==> config.mk <==
export PLATFORM = sky130hd
export DESIGN_NAME = instruction_exec_subset
export DESIGN_NICKNAME = d
export VERILOG_FILES = /design/src/exec_subset_pkg.sv /design/src/instruction_exec_subset.sv /design/src/exec_decode.sv
export SDC_FILE = /design/constraint.sdc
export NUM_CORES = 1
export LEC_CHECK = 0
export BUFFER_PORTS_ARGS = -buffer_cell sky130_fd_sc_hd__buf_4
export CAP_MARGIN = 30
export CORE_MARGIN = 5
export CORE_UTILIZATION = 50
export DETAILED_ROUTE_END_ITERATION = 10
export HOLD_SLACK_MARGIN = 0.12
export PLACE_DENSITY = 0.82
export SETUP_SLACK_MARGIN = 0.1
export SYNTH_ARGS = -nofsm -noshare
export SYNTH_HDL_FRONTEND = slang
export SYNTH_SLANG_ARGS = --single-unit
==> constraint.sdc <==
create_clock -name core_clk -period 3.3 [get_ports core_clk]
set_input_delay 0.165 -clock core_clk [delete_from_list [all_inputs] [get_ports core_clk]]
set_output_delay 0.165 -clock core_clk [all_outputs]
set_load 0.05 [all_outputs]
==> src/exec_subset_pkg.sv <==
// Shared constants for the instruction execution subset.
// Assumes a 12-bit instruction word and an 8-bit data path.
package exec_subset_pkg;
   localparam int DATA_W = 8;
   localparam int PC_W = 11;
   localparam int INSN_W = 12;
   localparam int FADDR_W = 5;
   localparam logic [DATA_W-1:0] ZERO_BYTE = 8'h00;
   localparam logic [DATA_W-1:0] ONE_BYTE = 8'h01;
   localparam logic [PC_W-1:0] PC_ONE = 11'h001;
   localparam logic [PC_W-1:0] PC_RESET = 11'h000;
   localparam logic [INSN_W-1:0] NOP_WORD = 12'h000;
   // Opcode patterns of the decoded subset.
   localparam logic [INSN_W-1:0] OP_CLRACC = 12'h040;
   localparam logic [INSN_W-1:0] OP_KICKWD = 12'h004;
   localparam logic [3:0] OP_CALL_HI = 4'h9;
   localparam logic [6:0] OP_CLEAR_FILE_REG_HI = 7'h03;
   localparam logic [5:0] OP_INVERT_FILE_REG_HI = 6'h09;
   localparam logic [5:0] OP_DECREMENT_FILE_REG_HI = 6'h03;
   localparam logic [5:0] OP_DECSZ_HI = 6'h0B;
   // Field positions.
   localparam int DEST_BIT = 5;
   localparam int PAGE_LO = 5;
   localparam int PAGE_HI = 6;
   localparam int PC_CLR_BIT = 8;
   // Bit positions of status flags inside the returned status vector.
   localparam int ZFLAG_BIT = 2;
   localparam int PDFLAG_BIT = 3;
   localparam int TOFLAG_BIT = 4;
   typedef enum logic [1:0] {
      EXEC_RUN = 2'b00,
      EXEC_FLUSH = 2'b01
   } exec_state_type;
endpackage

==> src/instruction_exec_subset.sv <==
// Execution unit for clear, call, watchdog kick, complement and decrement.
// Assumes the register file answers fileRdData combinationally for the address field of fetchedInsn
// and that the stack, watchdog and prescaler act on one-cycle strobes.
`timescale 1ns/1ps
module instruction_exec_subset
   import exec_subset_pkg::*;
(
   input wire logic core_clk, // Instruction clock
   input wire logic rst_n, // Asynchronous reset, active low
   input wire logic [INSN_W-1:0] fetchedInsn, // Prefetched instruction word
   input wire logic [DATA_W-1:0] fileRdData, // Addressed register contents
   input wire logic [DATA_W-1:0] statusIn, // Current status register
   input wire logic prescalerToWdog, // Prescaler serves the watchdog
   output logic [PC_W-1:0] programCounter, // Program counter
   output logic [DATA_W-1:0] accumulator, // Working accumulator
   output logic [FADDR_W-1:0] fileAddr, // Register file address
   output logic [DATA_W-1:0] fileWrData, // Register file write data
   output logic fileWrEn, // Register file write strobe
   output logic stackPush, // Return stack push strobe
   output logic [PC_W-1:0] stackData, // Return address to push
   output logic wdogClear, // Watchdog counter clear strobe
   output logic prescalerClear, // Prescaler clear strobe
   output logic nullResultFlag, // Null result flag
   output logic timeoutFlag_n, // Timeout flag, active low
   output logic sleepEnteredFlag_n, // Sleep flag, active low
   output logic flushing // Second cycle of a two-cycle instruction
);
   ////////////////////////////////////////////////////////////////////////
   logic isClrAcc, isCall, isKick, isClrF, isComF, isDecF, isDecSz;
   logic [INSN_W-1:0] insn;
   exec_state_type state, next_state;
   logic [PC_W-1:0] next_programCounter, next_stackData;
   logic [DATA_W-1:0] next_accumulator, next_fileWrData, result;
   logic [FADDR_W-1:0] next_fileAddr;
   logic next_fileWrEn, next_stackPush, next_wdogClear, next_prescalerClear;
   logic next_nullResultFlag, next_timeoutFlag_n, next_sleepEnteredFlag_n;
   logic next_flushing, toFile, hasResult;

   ////////////////////////////////////////////////////////////////////////
   // Zero test and decrement serve several opcodes, so each is written once.
   function automatic logic is_zero(input logic [DATA_W-1:0] value);
      return (value == ZERO_BYTE);
   endfunction

   // The subtraction wraps at the byte boundary; no borrow leaves the block.
   function automatic logic [DATA_W-1:0] dec_byte(input logic [DATA_W-1:0] value);
      return value - ONE_BYTE;
   endfunction

   // A flushed slot runs as a no-operation rather than the prefetched word.
   assign insn = (state == EXEC_FLUSH) ? NOP_WORD : fetchedInsn;

   exec_decode u_decode (
      .insn(insn),
      .isClrAcc(isClrAcc),
      .isCall(isCall),
      .isKick(isKick),
      .isClrF(isClrF),
      .isComF(isComF),
      .isDecF(isDecF),
      .isDecSz(isDecSz)
   );

   ////////////////////////////////////////////////////////////////////////
   always_comb
   begin
      next_state = EXEC_RUN;
      next_programCounter = programCounter + PC_ONE;
      next_accumulator = accumulator;
      next_fileAddr = insn[FADDR_W-1:0];
      next_fileWrData = fileWrData;
      next_fileWrEn = 1'b0;
      next_stackPush = 1'b0;
      next_stackData = stackData;
      next_wdogClear = 1'b0;
      next_prescalerClear = 1'b0;
      next_nullResultFlag = nullResultFlag;
      next_timeoutFlag_n = timeoutFlag_n;
      next_sleepEnteredFlag_n = sleepEnteredFlag_n;
      next_flushing = 1'b0;
      toFile = insn[DEST_BIT];
      hasResult = 1'b0;
      result = ZERO_BYTE;
      if (isClrAcc)
      begin
         next_accumulator = ZERO_BYTE;
         next_nullResultFlag = 1'b1;
      end
      else if (isCall)
      begin
         next_stackPush = 1'b1;
         next_stackData = programCounter + PC_ONE;
         next_programCounter = {statusIn[PAGE_HI:PAGE_LO], 1'b0,
                                insn[DATA_W-1:0]};
         next_state = EXEC_FLUSH;
         next_flushing = 1'b1;
      end
      else if (isKick)
      begin
         next_wdogClear = 1'b1;
         next_prescalerClear = prescalerToWdog;
         next_timeoutFlag_n = 1'b1;
         next_sleepEnteredFlag_n = 1'b1;
      end
      else if (isClrF)
      begin
         hasResult = 1'b1;
         // Clearing always writes the register, whatever the destination bit holds.
         toFile = 1'b1;
         result = ZERO_BYTE;
         next_nullResultFlag = 1'b1;
      end
      else if (isComF)
      begin
         hasResult = 1'b1;
         result = ~fileRdData;
         next_nullResultFlag = is_zero(result);
      end
      else if (isDecF)
      begin
         hasResult = 1'b1;
         result = dec_byte(fileRdData);
         next_nullResultFlag = is_zero(result);
      end
      else if (isDecSz)
      begin
         // Flags deliberately stay as they are here.
         hasResult = 1'b1;
         result = dec_byte(fileRdData);
         if (is_zero(result))
         begin
            next_state = EXEC_FLUSH;
            next_flushing = 1'b1;
         end
      end
      if (hasResult)
      begin
         if (toFile)
         begin
            next_fileWrEn = 1'b1;
            next_fileWrData = result;
         end
         else
         begin
            next_accumulator = result;
         end
      end
   end

   always_ff @(posedge core_clk or negedge rst_n)
   begin
      if (!rst_n)
      begin
         state <= EXEC_RUN;
         programCounter <= PC_RESET;
         accumulator <= ZERO_BYTE;
         fileAddr <= '0;
         fileWrData <= ZERO_BYTE;
         fileWrEn <= 1'b0;
         stackPush <= 1'b0;
         stackData <= PC_RESET;
         wdogClear <= 1'b0;
         prescalerClear <= 1'b0;
         nullResultFlag <= 1'b0;
         timeoutFlag_n <= 1'b1;
         sleepEnteredFlag_n <= 1'b1;
         flushing <= 1'b0;
      end
      else
      begin
         state <= next_state;
         programCounter <= next_programCounter;
         accumulator <= next_accumulator;
         fileAddr <= next_fileAddr;
         fileWrData <= next_fileWrData;
         fileWrEn <= next_fileWrEn;
         stackPush <= next_stackPush;
         stackData <= next_stackData;
         wdogClear <= next_wdogClear;
         prescalerClear <= next_prescalerClear;
         nullResultFlag <= next_nullResultFlag;
         timeoutFlag_n <= next_timeoutFlag_n;
         sleepEnteredFlag_n <= next_sleepEnteredFlag_n;
         flushing <= next_flushing;
      end
   end

   ////////////////////////////////////////////////////////////////////////
   // Each antecedent that decodes the instruction also needs the sampled reset high: the edge that releases
   // reset still finds the registers held, so nothing is executed there.
   a_clracc_zero: assert property (@(posedge core_clk) disable iff (!rst_n)
      rst_n && isClrAcc |=> accumulator == ZERO_BYTE && nullResultFlag)
      else $error("clear accumulator failed");
   a_clracc_quiet: assert property (@(posedge core_clk) disable iff (!rst_n)
      rst_n && isClrAcc |=> !fileWrEn && !stackPush && !flushing)
      else $error("clear accumulator touched other state");
   a_call_push: assert property (@(posedge core_clk) disable iff (!rst_n)
      rst_n && isCall |=> stackPush && stackData == $past(programCounter) + PC_ONE)
      else $error("call push wrong");
   a_push_pulse: assert property (@(posedge core_clk) disable iff (!rst_n)
      stackPush |=> !stackPush)
      else $error("push strobe longer than one cycle");
   a_call_target: assert property (@(posedge core_clk) disable iff (!rst_n)
      rst_n && isCall |=> programCounter[DATA_W-1:0] == $past(insn[DATA_W-1:0]))
      else $error("call target low bits wrong");
   a_call_page: assert property (@(posedge core_clk) disable iff (!rst_n)
      rst_n && isCall |=> !programCounter[PC_CLR_BIT]
         && programCounter[PC_W-1:PC_W-2] == $past(statusIn[PAGE_HI:PAGE_LO]))
      else $error("call page bits wrong");
   a_call_twocycle: assert property (@(posedge core_clk) disable iff (!rst_n)
      rst_n && isCall |=> flushing && $stable(nullResultFlag) ##1 !flushing)
      else $error("call not two cycles");
   a_call_quiet: assert property (@(posedge core_clk) disable iff (!rst_n)
      rst_n && isCall |=> !fileWrEn && $stable(accumulator) && $stable(timeoutFlag_n)
         && $stable(sleepEnteredFlag_n))
      else $error("call changed data or flags");

   ////////////////////////////////////////////////////////////////////////
   // A discarded slot may only step the counter; anything else is a leak.
   a_flush_quiet: assert property (@(posedge core_clk) disable iff (!rst_n)
      flushing |=> !fileWrEn && !stackPush && !wdogClear && !flushing
         && $stable(accumulator) && $stable(nullResultFlag))
      else $error("discarded slot had an effect");
   a_kick_clear: assert property (@(posedge core_clk) disable iff (!rst_n)
      rst_n && isKick |=> wdogClear && prescalerClear == $past(prescalerToWdog))
      else $error("kick clear wrong");
   a_kick_keep: assert property (@(posedge core_clk) disable iff (!rst_n)
      rst_n && isKick && !prescalerToWdog |=> !prescalerClear)
      else $error("prescaler cleared while serving the timer");
   a_wdog_quiet: assert property (@(posedge core_clk) disable iff (!rst_n)
      rst_n && !isKick |=> !wdogClear && !prescalerClear)
      else $error("watchdog cleared without a kick");
   a_kick_flags: assert property (@(posedge core_clk) disable iff (!rst_n)
      rst_n && isKick |=> timeoutFlag_n && sleepEnteredFlag_n)
      else $error("kick flags not set");
   a_kick_quiet: assert property (@(posedge core_clk) disable iff (!rst_n)
      rst_n && isKick |=> !fileWrEn && !flushing && $stable(accumulator)
         && $stable(nullResultFlag))
      else $error("kick touched data or null flag");

   ////////////////////////////////////////////////////////////////////////
   a_clear_file_reg_write: assert property (@(posedge core_clk) disable iff (!rst_n)
      rst_n && isClrF |=> fileWrEn && fileWrData == ZERO_BYTE && nullResultFlag)
      else $error("clear register failed");
   a_clear_file_reg_keep: assert property (@(posedge core_clk) disable iff (!rst_n)
      rst_n && isClrF |=> fileAddr == $past(insn[FADDR_W-1:0]) && $stable(accumulator))
      else $error("clear register address or accumulator wrong");
   a_addr_follow: assert property (@(posedge core_clk) disable iff (!rst_n)
      rst_n && (isComF || isDecF || isDecSz) |=> fileAddr == $past(insn[FADDR_W-1:0]))
      else $error("register address does not follow instruction");
   a_invert_file_reg_result: assert property (@(posedge core_clk) disable iff (!rst_n)
      rst_n && isComF && !insn[DEST_BIT] |=> !fileWrEn && accumulator == ~$past(fileRdData)
         && nullResultFlag == ($past(fileRdData) == ~ZERO_BYTE))
      else $error("complement wrong");
   a_invert_file_reg_file: assert property (@(posedge core_clk) disable iff (!rst_n)
      rst_n && isComF && insn[DEST_BIT] |=> fileWrEn && fileWrData == ~$past(fileRdData)
         && $stable(accumulator) && nullResultFlag == ($past(fileRdData) == ~ZERO_BYTE))
      else $error("complement to register wrong");
   a_decrement_file_reg_result: assert property (@(posedge core_clk) disable iff (!rst_n)
      rst_n && isDecF && insn[DEST_BIT] |=> fileWrEn
         && fileWrData == $past(fileRdData) - ONE_BYTE
         && nullResultFlag == ($past(fileRdData) == ONE_BYTE))
      else $error("decrement wrong");
   a_decrement_file_reg_acc: assert property (@(posedge core_clk) disable iff (!rst_n)
      rst_n && isDecF && !insn[DEST_BIT] |=> !fileWrEn
         && accumulator == $past(fileRdData) - ONE_BYTE
         && nullResultFlag == ($past(fileRdData) == ONE_BYTE))
      else $error("decrement to accumulator wrong");
   a_decsz_flags: assert property (@(posedge core_clk) disable iff (!rst_n)
      rst_n && isDecSz |=> $stable(nullResultFlag) && $stable(timeoutFlag_n)
         && $stable(sleepEnteredFlag_n))
      else $error("skip decrement touched flags");
   a_decsz_dest: assert property (@(posedge core_clk) disable iff (!rst_n)
      rst_n && isDecSz && !insn[DEST_BIT] |=> !fileWrEn
         && accumulator == $past(fileRdData) - ONE_BYTE)
      else $error("skip decrement to accumulator wrong");
   a_decsz_file: assert property (@(posedge core_clk) disable iff (!rst_n)
      rst_n && isDecSz && insn[DEST_BIT] |=> fileWrEn
         && fileWrData == $past(fileRdData) - ONE_BYTE)
      else $error("skip decrement to register wrong");
   a_decsz_skip: assert property (@(posedge core_clk) disable iff (!rst_n)
      rst_n && isDecSz && fileRdData == ONE_BYTE |=> flushing ##1 !flushing)
      else $error("skip not taken");
   a_single_cycle: assert property (@(posedge core_clk) disable iff (!rst_n)
      rst_n && (isClrF || isComF || isDecF || (isDecSz && fileRdData != ONE_BYTE))
      |=> !flushing)
      else $error("single cycle instruction stalled");
   a_pc_advance: assert property (@(posedge core_clk) disable iff (!rst_n)
      rst_n && !isCall |=> programCounter == $past(programCounter) + PC_ONE)
      else $error("program counter did not advance");
   a_unknown_quiet: assert property (@(posedge core_clk) disable iff (!rst_n)
      rst_n && !(isClrAcc || isCall || isKick || isClrF || isComF || isDecF || isDecSz)
      |=> !fileWrEn && !stackPush && !wdogClear && !flushing
         && $stable(accumulator) && $stable(nullResultFlag))
      else $error("unknown opcode had an effect");
endmodule // instruction_exec_subset

==> src/exec_decode.sv <==
// Combinational decoder for the instruction subset.
// Assumes the instruction word is stable for the whole instruction cycle.
`timescale 1ns/1ps
module exec_decode
   import exec_subset_pkg::*;
(
   input wire logic [INSN_W-1:0] insn, // Instruction word being executed
   output logic isClrAcc, // Clear accumulator
   output logic isCall, // Subroutine jump
   output logic isKick, // Watchdog kick
   output logic isClrF, // Clear file register
   output logic isComF, // Complement file register
   output logic isDecF, // Decrement file register
   output logic isDecSz // Decrement, skip if zero
);
   always_comb
   begin
      isClrAcc = (insn == OP_CLRACC);
      isKick = (insn == OP_KICKWD);
      isCall = (insn[INSN_W-1 -: $bits(OP_CALL_HI)] == OP_CALL_HI);
      isClrF = (insn[INSN_W-1 -: $bits(OP_CLEAR_FILE_REG_HI)] == OP_CLEAR_FILE_REG_HI);
      isComF = (insn[INSN_W-1 -: $bits(OP_INVERT_FILE_REG_HI)] == OP_INVERT_FILE_REG_HI);
      isDecF = (insn[INSN_W-1 -: $bits(OP_DECREMENT_FILE_REG_HI)] == OP_DECREMENT_FILE_REG_HI);
      isDecSz = (insn[INSN_W-1 -: $bits(OP_DECSZ_HI)] == OP_DECSZ_HI);
   end
endmodule // exec_decode

# == Yosys cells after proc, flatten, opt, wreduce, memory -nomap -nowiden ==
# Index checks and enable logic that the tools add are counted.
# op_classes
bitwise_logic,2
mux,56
eq_ne,10
shifts,0
div_mod_pow,0
n_reduce_logical,6
multipliers,0
n_addsub,2
magnitude_cmp,0
# ops
operator,count
8-bit two-way mux,10
1-bit two-way mux,42
11-bit two-way mux,2
8-bit logical NOT,2
12-bit by 3-bit == test with 1-bit output (second input constant),1
12-bit by 7-bit == test with 1-bit output (second input constant),1
6-bit by 4-bit == test with 1-bit output (second input constant),2
12-bit two-way mux,1
11-bit by 1-bit adder with 11-bit output (second input constant),1
8-bit NOT,1
8-bit by 1-bit subtractor with 8-bit output (second input constant),1
7-bit by 2-bit == test with 1-bit output (second input constant),1
6-bit by 2-bit == test with 1-bit output (second input constant),1
4-bit == test (second input constant),1
2-bit inequality test (second input constant),2
2-bit AND reduction,2
4-bit nonzero test,1
3-bit AND reduction,1
2-bit by 1-bit == test with 1-bit output (second input constant),1
2-bit two-way mux,1
1-bit NOT,1
# totals
rom_bits,0
elab_cells,88
regBits,51
output_inout_bits,51
latch_bits,0
ram_bits,0
input_bits,31
memories,0

# == Longest topological paths before layout ==
# Gate-level depths: netlist of run 1.
# depth
word_depth,12
ltp_mapped,6
depth_no_buf,6

# == By module ==
# From an unflattened synthesis of run 1, not the netlist that was laid out.
# unflattened
cells_unflattened,254
hier_area_um2,2474.9
# by_module_without_submodules
module,area_per_inst_um2,n_inst,cells_per_inst,seq_area_each_um2
instruction_exec_subset,2377.3,1,239,1226.2
exec_decode,97.6,1,15,0.0

# == Least setup slack after synthesis of run 1 ==
# OpenSTA, ideal clock, no wires.
# synth_path
kind,register -> register
start,"reg, netlist name flushing"
end,reg programCounter[1]
t_required_ns,3.173
slack_ns,1.414
period_less_slack_ns,1.886
setup_time_ns,0.127
path_buffers,1
arrival_time_ns,1.758
path_stages_with_launch,5
path_cell_list,dfrtp_1 > or4_1 > buf_2 > inv_2 > mux2_1
# synth_lines
element,line,rtl
to (signal assigned),instruction_exec_subset.sv:172,programCounter <= next_programCounter;
to (decl),instruction_exec_subset.sv:14,"output logic [PC_W-1:0] programCounter,"

# == Final worst setup path of run 1 ==
# layout_path
start,in fetchedInsn[0]
end,reg wdogClear
# layout_between
elab_chain_cells,5
elab_cells_between_ends,6
classes_between,eq/ne: 2; mux: 4
# layout_lines
element,line,rtl
from (decl),instruction_exec_subset.sv:10,"input wire logic [INSN_W-1:0] fetchedInsn,"
12-bit two-way mux *,instruction_exec_subset.sv:51,assign insn = (state == EXEC_FLUSH) ? NOP_WORD : fetchedInsn;
12-bit by 3-bit == test with 1-bit output,exec_decode.sv:19,isKick = (insn == OP_KICKWD);
1-bit two-way mux,instruction_exec_subset.sv:98,else if (isKick)
1-bit two-way mux,instruction_exec_subset.sv:89,else if (isCall)
1-bit two-way mux *,instruction_exec_subset.sv:84,if (isClrAcc)
via next_wdogClear,instruction_exec_subset.sv:35,"logic next_fileWrEn, next_stackPush, next_wdogClear, next_prescalerClear;"
to (signal assigned),instruction_exec_subset.sv:179,wdogClear <= next_wdogClear;
to (decl),instruction_exec_subset.sv:21,"output logic wdogClear,"
# Mark *: on every way through the listed nets, which the timed path passes. The rest lies on a longest branch.
# A chain may end at the register's enable or synchronous reset.

==> results of run 1 <==
state kept, by name, summed over array words and instances, names as in the netlist:
register,count
nullResultFlag,1
flushing,1
stackData,11
accumulator,8
wdogClear,1
programCounter,11
fileWrData,8
stackPush,1
fileAddr,5
prescalerClear,1
fileWrEn,1
cells in the final DEF (no fill, tap or decap), types with 2 or more instances in the layout:
cell,n
a21oi_1,8
and3_1,4
nor4_1,2
nand2_1,19
mux2i_1,2
a31oi_1,2
ha_1,4
and2b_1,5
clkbuf_8,6
or4_4,2
o21ai_0,19
or4_1,2
nor2_1,14
xnor2_1,6
conb_1,2
xor2_1,8
nand4_1,3
a32o_1,4
inv_1,4
or3_1,4
dfrtp_1,49
a22o_1,8
nor3_2,2
buf_4,74
o21bai_1,2
dlygate4sd3_1,9
and4_1,3
nand3_1,7
worst max-delay path: cells and delay by family:
family	cells	cell delay, ns
compound gates	1	0.41
buf+inv	3	1.29
simple gates	1	0.52
routing by layer:
| metal | track usage (%) | wire (um) | vias up |
|---|---|---|---|
| met2 | 31.8 | 2630 | 64 |
| met5 | 0 | 0 | - |
| li1 | - | - | 947 |
| met3 | 5.28 | 363 | 15 |
| met4 | 7.34 | 155 | 0 |
| met1 | 23.5 | 2370 | 917 |
Yosys cell counts, drive strengths merged (3+ instances only):
library cell	instances
or3	4
a22o	8
and4	3
nand3	8
dfrtp	49
nand2	19
xnor2	6
or4	4
ha	4
inv	5
buf	9
xor2	8
nand4	3
and2b	5
a21oi	9
nor2	14
and3	4
a32o	4
o21ai	21
nor4	3
nor3	3
kinds of logic (layout without fill, tap and decap cells):
kind of cell             Yosys count  in the layout  share of synthesized area (%)
other                              1              2                          0.160
AO/OA/AOI/OAI                     54             54                           16.2
buffers and inverters             14             96                           3.57
adder cells (fa/ha/maj)            4              4                           2.13
flip-flops                        49             49                           52.3
multiplexers                       4              4                           1.81
XOR/XNOR                          14             14                           5.23
AND/OR/NAND/NOR                   76             76                           18.6
final timing paths:
check | from | to | cells after the start
min in group asynchronous | rst_n | stackData[6]$_DFFE_PN0P_ | 2
hold / removal | fetchedInsn[4] | fileAddr[4]$_DFF_PN0_ | 2
setup reg to reg | flushing$_DFF_PN0_ | wdogClear$_DFF_PN0_ | 4
max in group asynchronous | rst_n | stackData[5]$_DFFE_PN0P_ | 2
hold reg to reg | stackData[8]$_DFFE_PN0P_ | stackData[8]$_DFFE_PN0P_ | 2
setup / recovery | fetchedInsn[0] | wdogClear$_DFF_PN0_ | 5
power breakdown:
group / total (mW) / internal, mW / switching, mW / leakage, nW
Combinational: 1.16 / 0.360 / 0.804 / 0.804
Sequential: 0.889 / 0.758 / 0.131 / 0.605
Clock: 0.362 / 0.170 / 0.192 / 0.0512
Total: 2.41 / 1.29 / 1.13 / 1.46
cell type report:
| cell class | count | area (um^2) | share of cell area [%] |
|---|---|---|---|
| sequential | 49 | 1230 | 39.6 |
| multi-input combinational | 154 | 1040 | 33.6 |
| timing repair buffer | 83 | 646 | 20.9 |
| clock buffer | 6 | 82.6 | 2.67 |
| tap | 54 | 67.6 | 2.18 |
| inverter | 5 | 18.8 | 0.607 |
| clock inverter | 2 | 13.8 | 0.445 |
per-stage QoR:
stage / total power [mW] / instances / setup WS (ns)
2_1_floorplan: 1.68 / 217 / 1.41
3_3_place_gp: 2.04 / 336 / 1.42
3_5_place_dp: 2.06 / 336 / 1.41
4_1_cts: 2.44 / 353 / 1.13
5_1_grt: 2.55 / 353 / 1.12
6_report: 2.41 / 353 / 1.14
timing repair:
action	4_1_cts	5_1_grt
gates resized for setup	0	0
hold endpoints to repair	56	0
setup buffers	0	0
hold buffers	9	0
==> results.toml, run 1 <==
[status]
outcome = "finished, final reports clean"

[critical_path]
worst-endpoint-required_ns = 3.53
cp_cell_sequence = "dlygate4sd3_1 -> buf_4 -> or4_4 -> a2111oi_4 -> dlygate4sd3_1"
crit_top_cell = "dlygate4sd3_1"
cp_data_arrival_time_ns = 2.39
critical_path.endpoint_type = "flop"
standard_cell_with_the_maximum_stage_delay_on_the_critical_path = "dlygate4sd3_1"
slowest_delay_ns = 0.61
worstSetupStartpointType = "primary input"
path_max_fanout = 3
worstSetupPathType = "in2reg"
worst-r2r-setup-slack_ns = 1.28

[pwr]
pwr_density_cell_nw_per_um2 = 781
power.static_leakage_nw = 1.46
worst_ir_drop_vdd_v = 0.000389

[clock_tree]
tritoncts = "done"
numClockSinks = 49
worst_skew_pair.late_latency_ns = 0.30
max-clock-path-buffers = 2
cts_max_level = 2
cts_made_buffers = 5
clock_tree.root_cell = "clkbuf_8"
path_clk_slew_ns = 0.08

[global_route]
first_global_vias = 1968
grt.overflow.total = 0
globalRouteTotalUtil_pct = 19.1
grt_start_max_net_pins = 50
antenna_violations_before_repair = 0
grt_first_pass_wirelength_mm = 9.27

[timing]
setup-violations-final = 0
finalSetupTns_ns = 0
slew_viol_final = 0
hold-worst-slack_ns = 0.130
final-hold-violation-count = 0
layout_min_cycle_time_ns = 2.16
worst_slew_margin_rel_pct = 59.6
timing.fmax_ghz = 0.464
unrepaired_setup_endpoints_after_global_routing = "false"
fin_crit_sh_pct = 65.3
worstMarginPinSlew_ns = 0.605
clock_skew_ns = 0.00592

[route]
ant_nets = 0
route.final.wire_length_mm = 5.51
vias_per_cell = 5.50
drtIter0Drc = 61
detailedRoute.firstPassIterationCount = 4
drc = 0
detailroute.via_count = 1943
drt-wirelength-per-cell_um = 15.6

[place]
post_dp_cell_area_um2 = 2910
gp_congestion = 0.930
numPortBuffers = 73
dp_hpwl_mm = 4.12

[yosys]
post-synth-top-area-fraction_pct = 52.3
netlist_instances = 216
synth-edff-count = 0
synth_area_leader_cell = "dfrtp_1"
synth-seq-cells = 49
yosysWarningCount = 0
synth.top_cells.by_area = "dfrtp_1, o21ai_0, nand2_1, a22o_1, xor2_1"
post_synth_instance_area_um2 = 2340
postSynth.asyncResetShare_pct = 100
seq_area_frac_synth_pct = 52.3
ys_types = 51
syn-mean-instance-area_um2 = 10.9
synthFlopType = "dfrtp_1"

[final_layout]
final_core_utilization_pct = 66.8
antenna_cells = 0
area_growth_pct = 31.9
num-fill-cells = 401
final_nets = 333
post_route_cells_drive_above_1_share_pct = 31.8
finish.instance_area_um2 = 3090

[min_path]
timing.hold.worst.class = "in2reg"

[job]
max_cap_violations = 0

[floorplan]
die_w_um = 78.5
floorplan.die_area_um2 = 6160
fp.coreArea_um2 = 4630
initial_utilization_pct = 50.6
io_pins = 82
num_rows = 25
die_height_um = 78.5
(Power assumes the default switching activity.)
==> run 2, diff against run 1 <==
--- a/config.mk
+++ b/config.mk
@@ -5,13 +5,14 @@
 export SDC_FILE = /design/constraint.sdc
 export NUM_CORES = 1
 export LEC_CHECK = 0
+export ABC_AREA = 1
 export BUFFER_PORTS_ARGS = -buffer_cell sky130_fd_sc_hd__buf_4
 export CAP_MARGIN = 30
 export CORE_MARGIN = 5
 export CORE_UTILIZATION = 50
 export DETAILED_ROUTE_END_ITERATION = 10
 export HOLD_SLACK_MARGIN = 0.12
-export PLACE_DENSITY = 0.82
+export PLACE_DENSITY = 0.81
 export SETUP_SLACK_MARGIN = 0.1
 export SYNTH_ARGS = -nofsm -noshare
 export SYNTH_HDL_FRONTEND = slang
==> constraint.sdc (replaced) <==
create_clock -name core_clk -period 2 [get_ports core_clk]
set_input_delay 0.1 -clock core_clk [delete_from_list [all_inputs] [get_ports core_clk]]
set_output_delay 0.1 -clock core_clk [all_outputs]
set_load 0.05 [all_outputs]
==> run 2 against run 1 <==
Against the previous run: cell count is 38% higher; via count is 20% higher; utilization hardly changed; clock-buffer cell count stayed put; design area is 8.9% higher; sequential power is 53% higher; non-clock buffer count is 5 higher; area after synthesis is 8.6% higher; register-to-register slack worse by 1.1 ns; critical endpoint is now prescalerClear$_DFF_PN0_; largest cell class unchanged; largest power group unchanged; highest routed layer unchanged.
==> results.toml, run 2 <==
[yosys]
seq_area_frac_synth_pct = 48.2
post-synth-top-area-fraction_pct = 48.2
yosysWarningCount = 0
synthFlopType = "dfrtp_1"
post_synth_instance_area_um2 = 2550
synth_area_leader_cell = "dfrtp_1"
synth-edff-count = 0
syn-mean-instance-area_um2 = 7.81
ys_types = 29
netlist_instances = 326
synth.top_cells.by_area = "dfrtp_1, nand2_1, inv_1, nand3_1, nor2_1"
synth.top_cells.by_count = "nand2_1, dfrtp_1, inv_1"
synth.most_common_cell = "nand2_1"
postSynth.asyncResetShare_pct = 100
synth-seq-cells = 49

[min_path]
holdCritStartpoint = "fetchedInsn[10]"
timing.hold.worst.class = "in2reg"

[route]
drc = 0
vias_per_cell = 4.80
route.final.wire_length_mm = 6.05
detailedRoute.firstPassIterationCount = 4
drt-wirelength-per-cell_um = 12.4
drtIter0Drc = 168
detailroute.via_count = 2334
ant_nets = 0

[global_route]
first_global_vias = 2207
globalRouteTotalUtil_pct = 19.6
grt.overflow.total = 0
grt_first_pass_wirelength_mm = 10.0
grt_start_max_net_pins = 50
antenna_violations_before_repair = 0

[pwr]
pwr_density_cell_nw_per_um2 = 1070
worst_ir_drop_vdd_v = 0.000621
power.static_leakage_nw = 1.91
power.total_mw = 3.61

[clock_tree]
post-cts-setup-buffers = 0
clock_tree.root_cell = "clkbuf_8"
numClockSinks = 49
cts_made_buffers = 5
tritoncts = "done"
cts_max_level = 2
path_clk_slew_ns = 0.09
worst_skew_pair.late_latency_ns = 0.30
max-clock-path-buffers = 2

[floorplan]
die_w_um = 81.4
floorplan.die_area_um2 = 6620
num_rows = 26
fp.coreArea_um2 = 5040
die_height_um = 81.4
io_pins = 82
initial_utilization_pct = 50.5

[timing]
fin_crit_sh_pct = 89.9
unrepaired_setup_endpoints_after_global_routing = "false"
setup-violations-final = 0
worst_slew_margin_rel_pct = 59.5
slew_viol_final = 0
clock_skew_ns = 0.00871
finalSetupTns_ns = 0
layout_min_cycle_time_ns = 1.80
timing.fmax_ghz = 0.556
final-hold-violation-count = 0
worstMarginPinSlew_ns = 0.607

[critical_path]
worst_setup_path_startpoint = "flushing$_DFF_PN0_"
cp_cell_sequence = "buf_4 -> nor2_1 -> nor4_1 -> nand4_1 -> nor2_1 -> dlygate4sd3_1"
worst_setup_path_endpoint = "prescalerClear$_DFF_PN0_"
worstRegToRegCells = 6
slowest_delay_ns = 0.55
cp_data_arrival_time_ns = 2.04
worstSetupPathType = "reg2reg"
critical_path.reg2reg.endpoint = "prescalerClear$_DFF_PN0_"
worst-r2r-setup-slack_ns = 0.20
worst-endpoint-required_ns = 2.24
r2r_start = "flushing$_DFF_PN0_"
standard_cell_with_the_maximum_stage_delay_on_the_critical_path = "dlygate4sd3_1"
critical_path.endpoint_type = "flop"
path_max_fanout = 8
worstSetupStartpointType = "flop"
crit_top_cell = "nor2_1"

[final_layout]
finish.instance_area_um2 = 3370
post_route_cells_drive_above_1_share_pct = 25.2
largest_registers = "programCounter x11, stackData x11"
antenna_cells = 0
multiInputGateArea_um2 = 1120
final_cell_mix = "nand2_1, buf_4, dfrtp_1, inv_1, nor2_1"
final_common_cell = "nand2_1"
area_growth_pct = 32.3
final_nets = 450
num-fill-cells = 425
final-seq-area_um2 = 1230

[status]
outcome = "finished, final reports clean"

[place]
dp_hpwl_mm = 4.55
numPortBuffers = 73
post_dp_cell_area_um2 = 3160
gp_congestion = 0.890

[job]
max_cap_violations = 0
run 2: final cells by class:
class	count	share of cell area, %
Clock buffer	6	2.15
Clock inverter	2	0.409
Inverter	39	4.64
Multi-Input combinational cell	232	33.3
Sequential cell	49	36.4
Tap cell	70	2.60
Timing Repair Buffer	88	20.4
run 2: kinds of logic (layout without fill, tap and decap cells):
logic type	after synthesis	after routing	synth area share, %
AND/OR/NAND/NOR	196	196	34.3
flip-flops	49	49	48.2
buffers and inverters	46	135	8.21
AO/OA/AOI/OAI	21	21	4.13
XOR/XNOR	9	9	3.10
adder cells (fa/ha/maj)	4	4	1.97
other	1	2	0.147
run 2: worst min-delay path by stage:
stage | endpoint | slack (ns) | cells after the start
5_1_grt | stackPush$_DFF_PN0_ | 0.18 | 3
6_report | stackPush$_DFF_PN0_ | 0.19 | 3
2_1_floorplan | accumulator[0]$_DFF_PN0_ | -0.20 | 0
3_5_place_dp | wdogClear$_DFF_PN0_ | 0.15 | 1
3_3_place_gp | wdogClear$_DFF_PN0_ | 0.15 | 1
4_1_cts | stackPush$_DFF_PN0_ | 0.18 | 3
run 2: power breakdown:
group          switching (mW)  leakage, nW  total [mW]  internal, mW
clock                   0.330       0.0456       0.580         0.250
sequential              0.155        0.634        1.36          1.20
combinational            1.18         1.23        1.67         0.491
run 2: per-stage QoR:
stage | hold slack (ns) | utilization (%) | setup WS (ns) | std cells
floorplan | -0.196 | - | 0.141 | 327
global placement | 0.151 | 62.7 | 0.338 | 467
detailed placement | 0.154 | 62.7 | 0.292 | 467
CTS | 0.183 | 66.6 | 0.143 | 486
global route | 0.182 | 66.8 | 0.117 | 486
finish | 0.188 | 66.8 | 0.202 | 486
run 2: repair_timing:
item / 4_1_cts / 5_1_grt
hold buffers: 11 / 0
gates resized for setup: 0 / 3
setup endpoints to repair: 0 / 2
hold endpoints to repair: 59 / 0
run 2: per-layer routing:
layer  wire length, um  global-route usage, %
met1              2540                   25.1
met2              3040                   34.0
met3               345                   3.33
met4               123                   5.57
met5                 0                      0
run 2: critical path: cells and delay by family (launching register included):
| kind | cells | cell delay [ns] |
|---|---|---|
| buffers and inverters | 2 | 0.74 |
| and+or+nand+nor | 4 | 0.58 |
| DFF | 1 | 0.42 |
==> run 3, diff against run 2 <==
--- a/config.mk
+++ b/config.mk
@@ -5,14 +5,14 @@
 export SDC_FILE = /design/constraint.sdc
 export NUM_CORES = 1
 export LEC_CHECK = 0
-export ABC_AREA = 1
+export ABC_AREA = 0
 export BUFFER_PORTS_ARGS = -buffer_cell sky130_fd_sc_hd__buf_4
 export CAP_MARGIN = 30
 export CORE_MARGIN = 5
 export CORE_UTILIZATION = 50
 export DETAILED_ROUTE_END_ITERATION = 10
 export HOLD_SLACK_MARGIN = 0.12
-export PLACE_DENSITY = 0.81
+export PLACE_DENSITY = 0.82
 export SETUP_SLACK_MARGIN = 0.1
 export SYNTH_ARGS = -nofsm -noshare
 export SYNTH_HDL_FRONTEND = slang
==> run 3 against run 2 <==
Against the previous run: register-to-register slack about the same; first-iteration DRC count down 63%; clock-buffer cell count unchanged; worst hold slack worse by 0.032 ns; utilization up 1.5 points; fmax down 1.1%; cell count down 26%; critical path depth unchanged; sequential power up 8%; highest routed layer unchanged.
==> results.toml, run 3 (synthesis gave the netlist of run 1 again) <==
[status]
outcome = "finished, final reports clean"

[route]
m1WireLength_mm = 2.43
top_layer = "met4"
detailroute.via_count = 1970
drt-wirelength-per-cell_um = 16.2
met2_wirelength_from_detailed_routing_mm = 2.91
route.final.wire_length_mm = 5.81
vias_per_cell = 5.49
detailedRoute.firstPassIterationCount = 4
ant_nets = 0
drc = 0
route.met3.wl_um = 339
drtIter0Drc = 62

[critical_path]
critical_path.endpoint_type = "flop"
worst-r2r-setup-slack_ns = 0.20
r2r_start = "flushing$_DFF_PN0_"
worstRegToRegCells = 5
worstSetupPathType = "in2reg"
cp_data_arrival_time_ns = 2.01
worst-endpoint-required_ns = 2.20
path_max_fanout = 6
worst_setup_path_startpoint = "fetchedInsn[5]"
worstSetupStartpointType = "primary input"

[clock_tree]
cts_made_buffers = 5
path_clk_slew_ns = 0.09
cts_max_level = 2
max-clock-path-buffers = 2
post-cts-setup-buffers = 0
clock_tree.root_cell = "clkbuf_8"
worst_skew_pair.late_latency_ns = 0.30
numClockSinks = 49
tritoncts = "done"

[final_layout]
final-seq-area_um2 = 1230
stdcell_count = 359
multiInputGateArea_um2 = 1050
post_route_cells_drive_above_1_share_pct = 32.5
num-fill-cells = 379
antenna_cells = 0
final_cell_mix = "buf_4, dfrtp_1, nand2_1, o21ai_0, dlygate4sd3_1"
area_growth_pct = 34.8
final_nets = 339
largest_registers = "programCounter x11, stackData x11"
final_common_cell = "buf_4"

[floorplan]
fp.coreArea_um2 = 4630
die_w_um = 78.5
floorplan.die_area_um2 = 6160
io_pins = 82
num_rows = 25
initial_utilization_pct = 50.6
die_height_um = 78.5

[pwr]
power_frac_seq_pct = 36.5
power.total_mw = 4.02
worst_ir_drop_vdd_v = 0.000673
pwr_density_cell_nw_per_um2 = 1270
pwr-share-clk_pct = 15.3
switching_share_pct = 46.9
power.static_leakage_nw = 1.48
comb_power_share_pct = 48.2
netSwitchingPower_mw = 1.89
internal_power_mw = 2.14

[timing]
final-hold-violation-count = 0
worstMarginPinSlew_ns = 0.598
layout_min_cycle_time_ns = 1.82
finalSetupTns_ns = 0
slew_viol_final = 0
hold-worst-slack_ns = 0.156
worst_slew_margin_rel_pct = 60.1
setup-violations-final = 0
timing.fmax_ghz = 0.550
fin_crit_sh_pct = 90.9
unrepaired_setup_endpoints_after_global_routing = "true"
clock_skew_ns = 0.00409

[place]
dp_hpwl_mm = 4.21
post-place-cells = 337
gp_congestion = 0.914
numPortBuffers = 73

[global_route]
first_global_vias = 2088
grt_first_pass_wirelength_mm = 9.74
antenna_violations_before_repair = 0
globalRouteTotalUtil_pct = 19.9
grt.overflow.total = 0
grt_start_max_net_pins = 50

[min_path]
holdCritStartpoint = "fetchedInsn[7]"
timing.hold.worst.class = "in2reg"
hold-path-cell-count = 3

[job]
max_cap_violations = 0
## run 3: cell types whose count changed in the layout (fill, tap and decap cells not counted), sizes merged, moves of 8 or more
cell   delta
a22o      +8
inv      -35
a21oi     +8
nand2   -106
nor2     -19
nand3    -19
## run 3: path summary, 6_finish.rpt
| check | endpoint |
|---|---|
| setup / recovery | accumulator[6]$_DFF_PN0_ |
| setup reg to reg | flushing$_DFF_PN0_ |
| hold reg to reg | stackData[5]$_DFFE_PN0P_ |
| max in group asynchronous | flushing$_DFF_PN0_ |
| hold / removal | programCounter[7]$_DFF_PN0_ |
| min in group asynchronous | stackData[6]$_DFFE_PN0P_ |
## run 3: final cells by class
| cell class | instances | share of cell area (%) |
|---|---|---|
| Tap cell | 54 | 2.14 |
| Timing Repair Buffer | 89 | 22.2 |
| Clock inverter | 2 | 0.435 |
| Sequential cell | 49 | 38.8 |
| Clock buffer | 6 | 2.61 |
| Multi-Input combinational cell | 154 | 33.2 |
| Inverter | 5 | 0.594 |
## run 3: repair_timing
item,4_1_cts,5_1_grt
hold endpoints to repair,61,0
hold buffers,14,0
endpoints found under the setup margin,0,2
gates resized for setup,0,4
## run 3: power groups by stage
stage	Sequential, mW	Combinational [mW]	Clock, mW
3_5_place_dp	1.49	1.92	0
5_1_grt	1.51	2.05	0.659
2_1_floorplan	2.37	0.393	0
4_1_cts	1.47	1.95	0.627
6_report	1.47	1.94	0.614
3_3_place_gp	1.47	1.89	0
## run 3: worst max-delay path, cell delays in order
cell and delay [ns]:
dlygate4sd3_1 0.54, buf_4 0.17, or4_4 0.56, a21oi_2 0.24, o21ai_2 0.14, a22o_1 0.26
## run 3: layer usage
metal  GRT usage [%]  vias to the layer above
met4            6.47                        0
met3            4.70                       13
li1                -                      949
met2            36.0                       64
met1            23.1                      944
met5               0                        -
## run 3: through the flow
| step | util [%] | setup slack [ns] | cell area (um^2) |
|---|---|---|---|
| 2_1_floorplan | - | 0.114 | 2350 |
| 3_3_place_gp | 62.9 | 0.335 | 2910 |
| 3_5_place_dp | 62.9 | 0.284 | 2910 |
| 4_1_cts | 68.1 | 0.133 | 3150 |
| 5_1_grt | 68.3 | 0.0689 | 3160 |
| 6_report | 68.3 | 0.182 | 3160 |
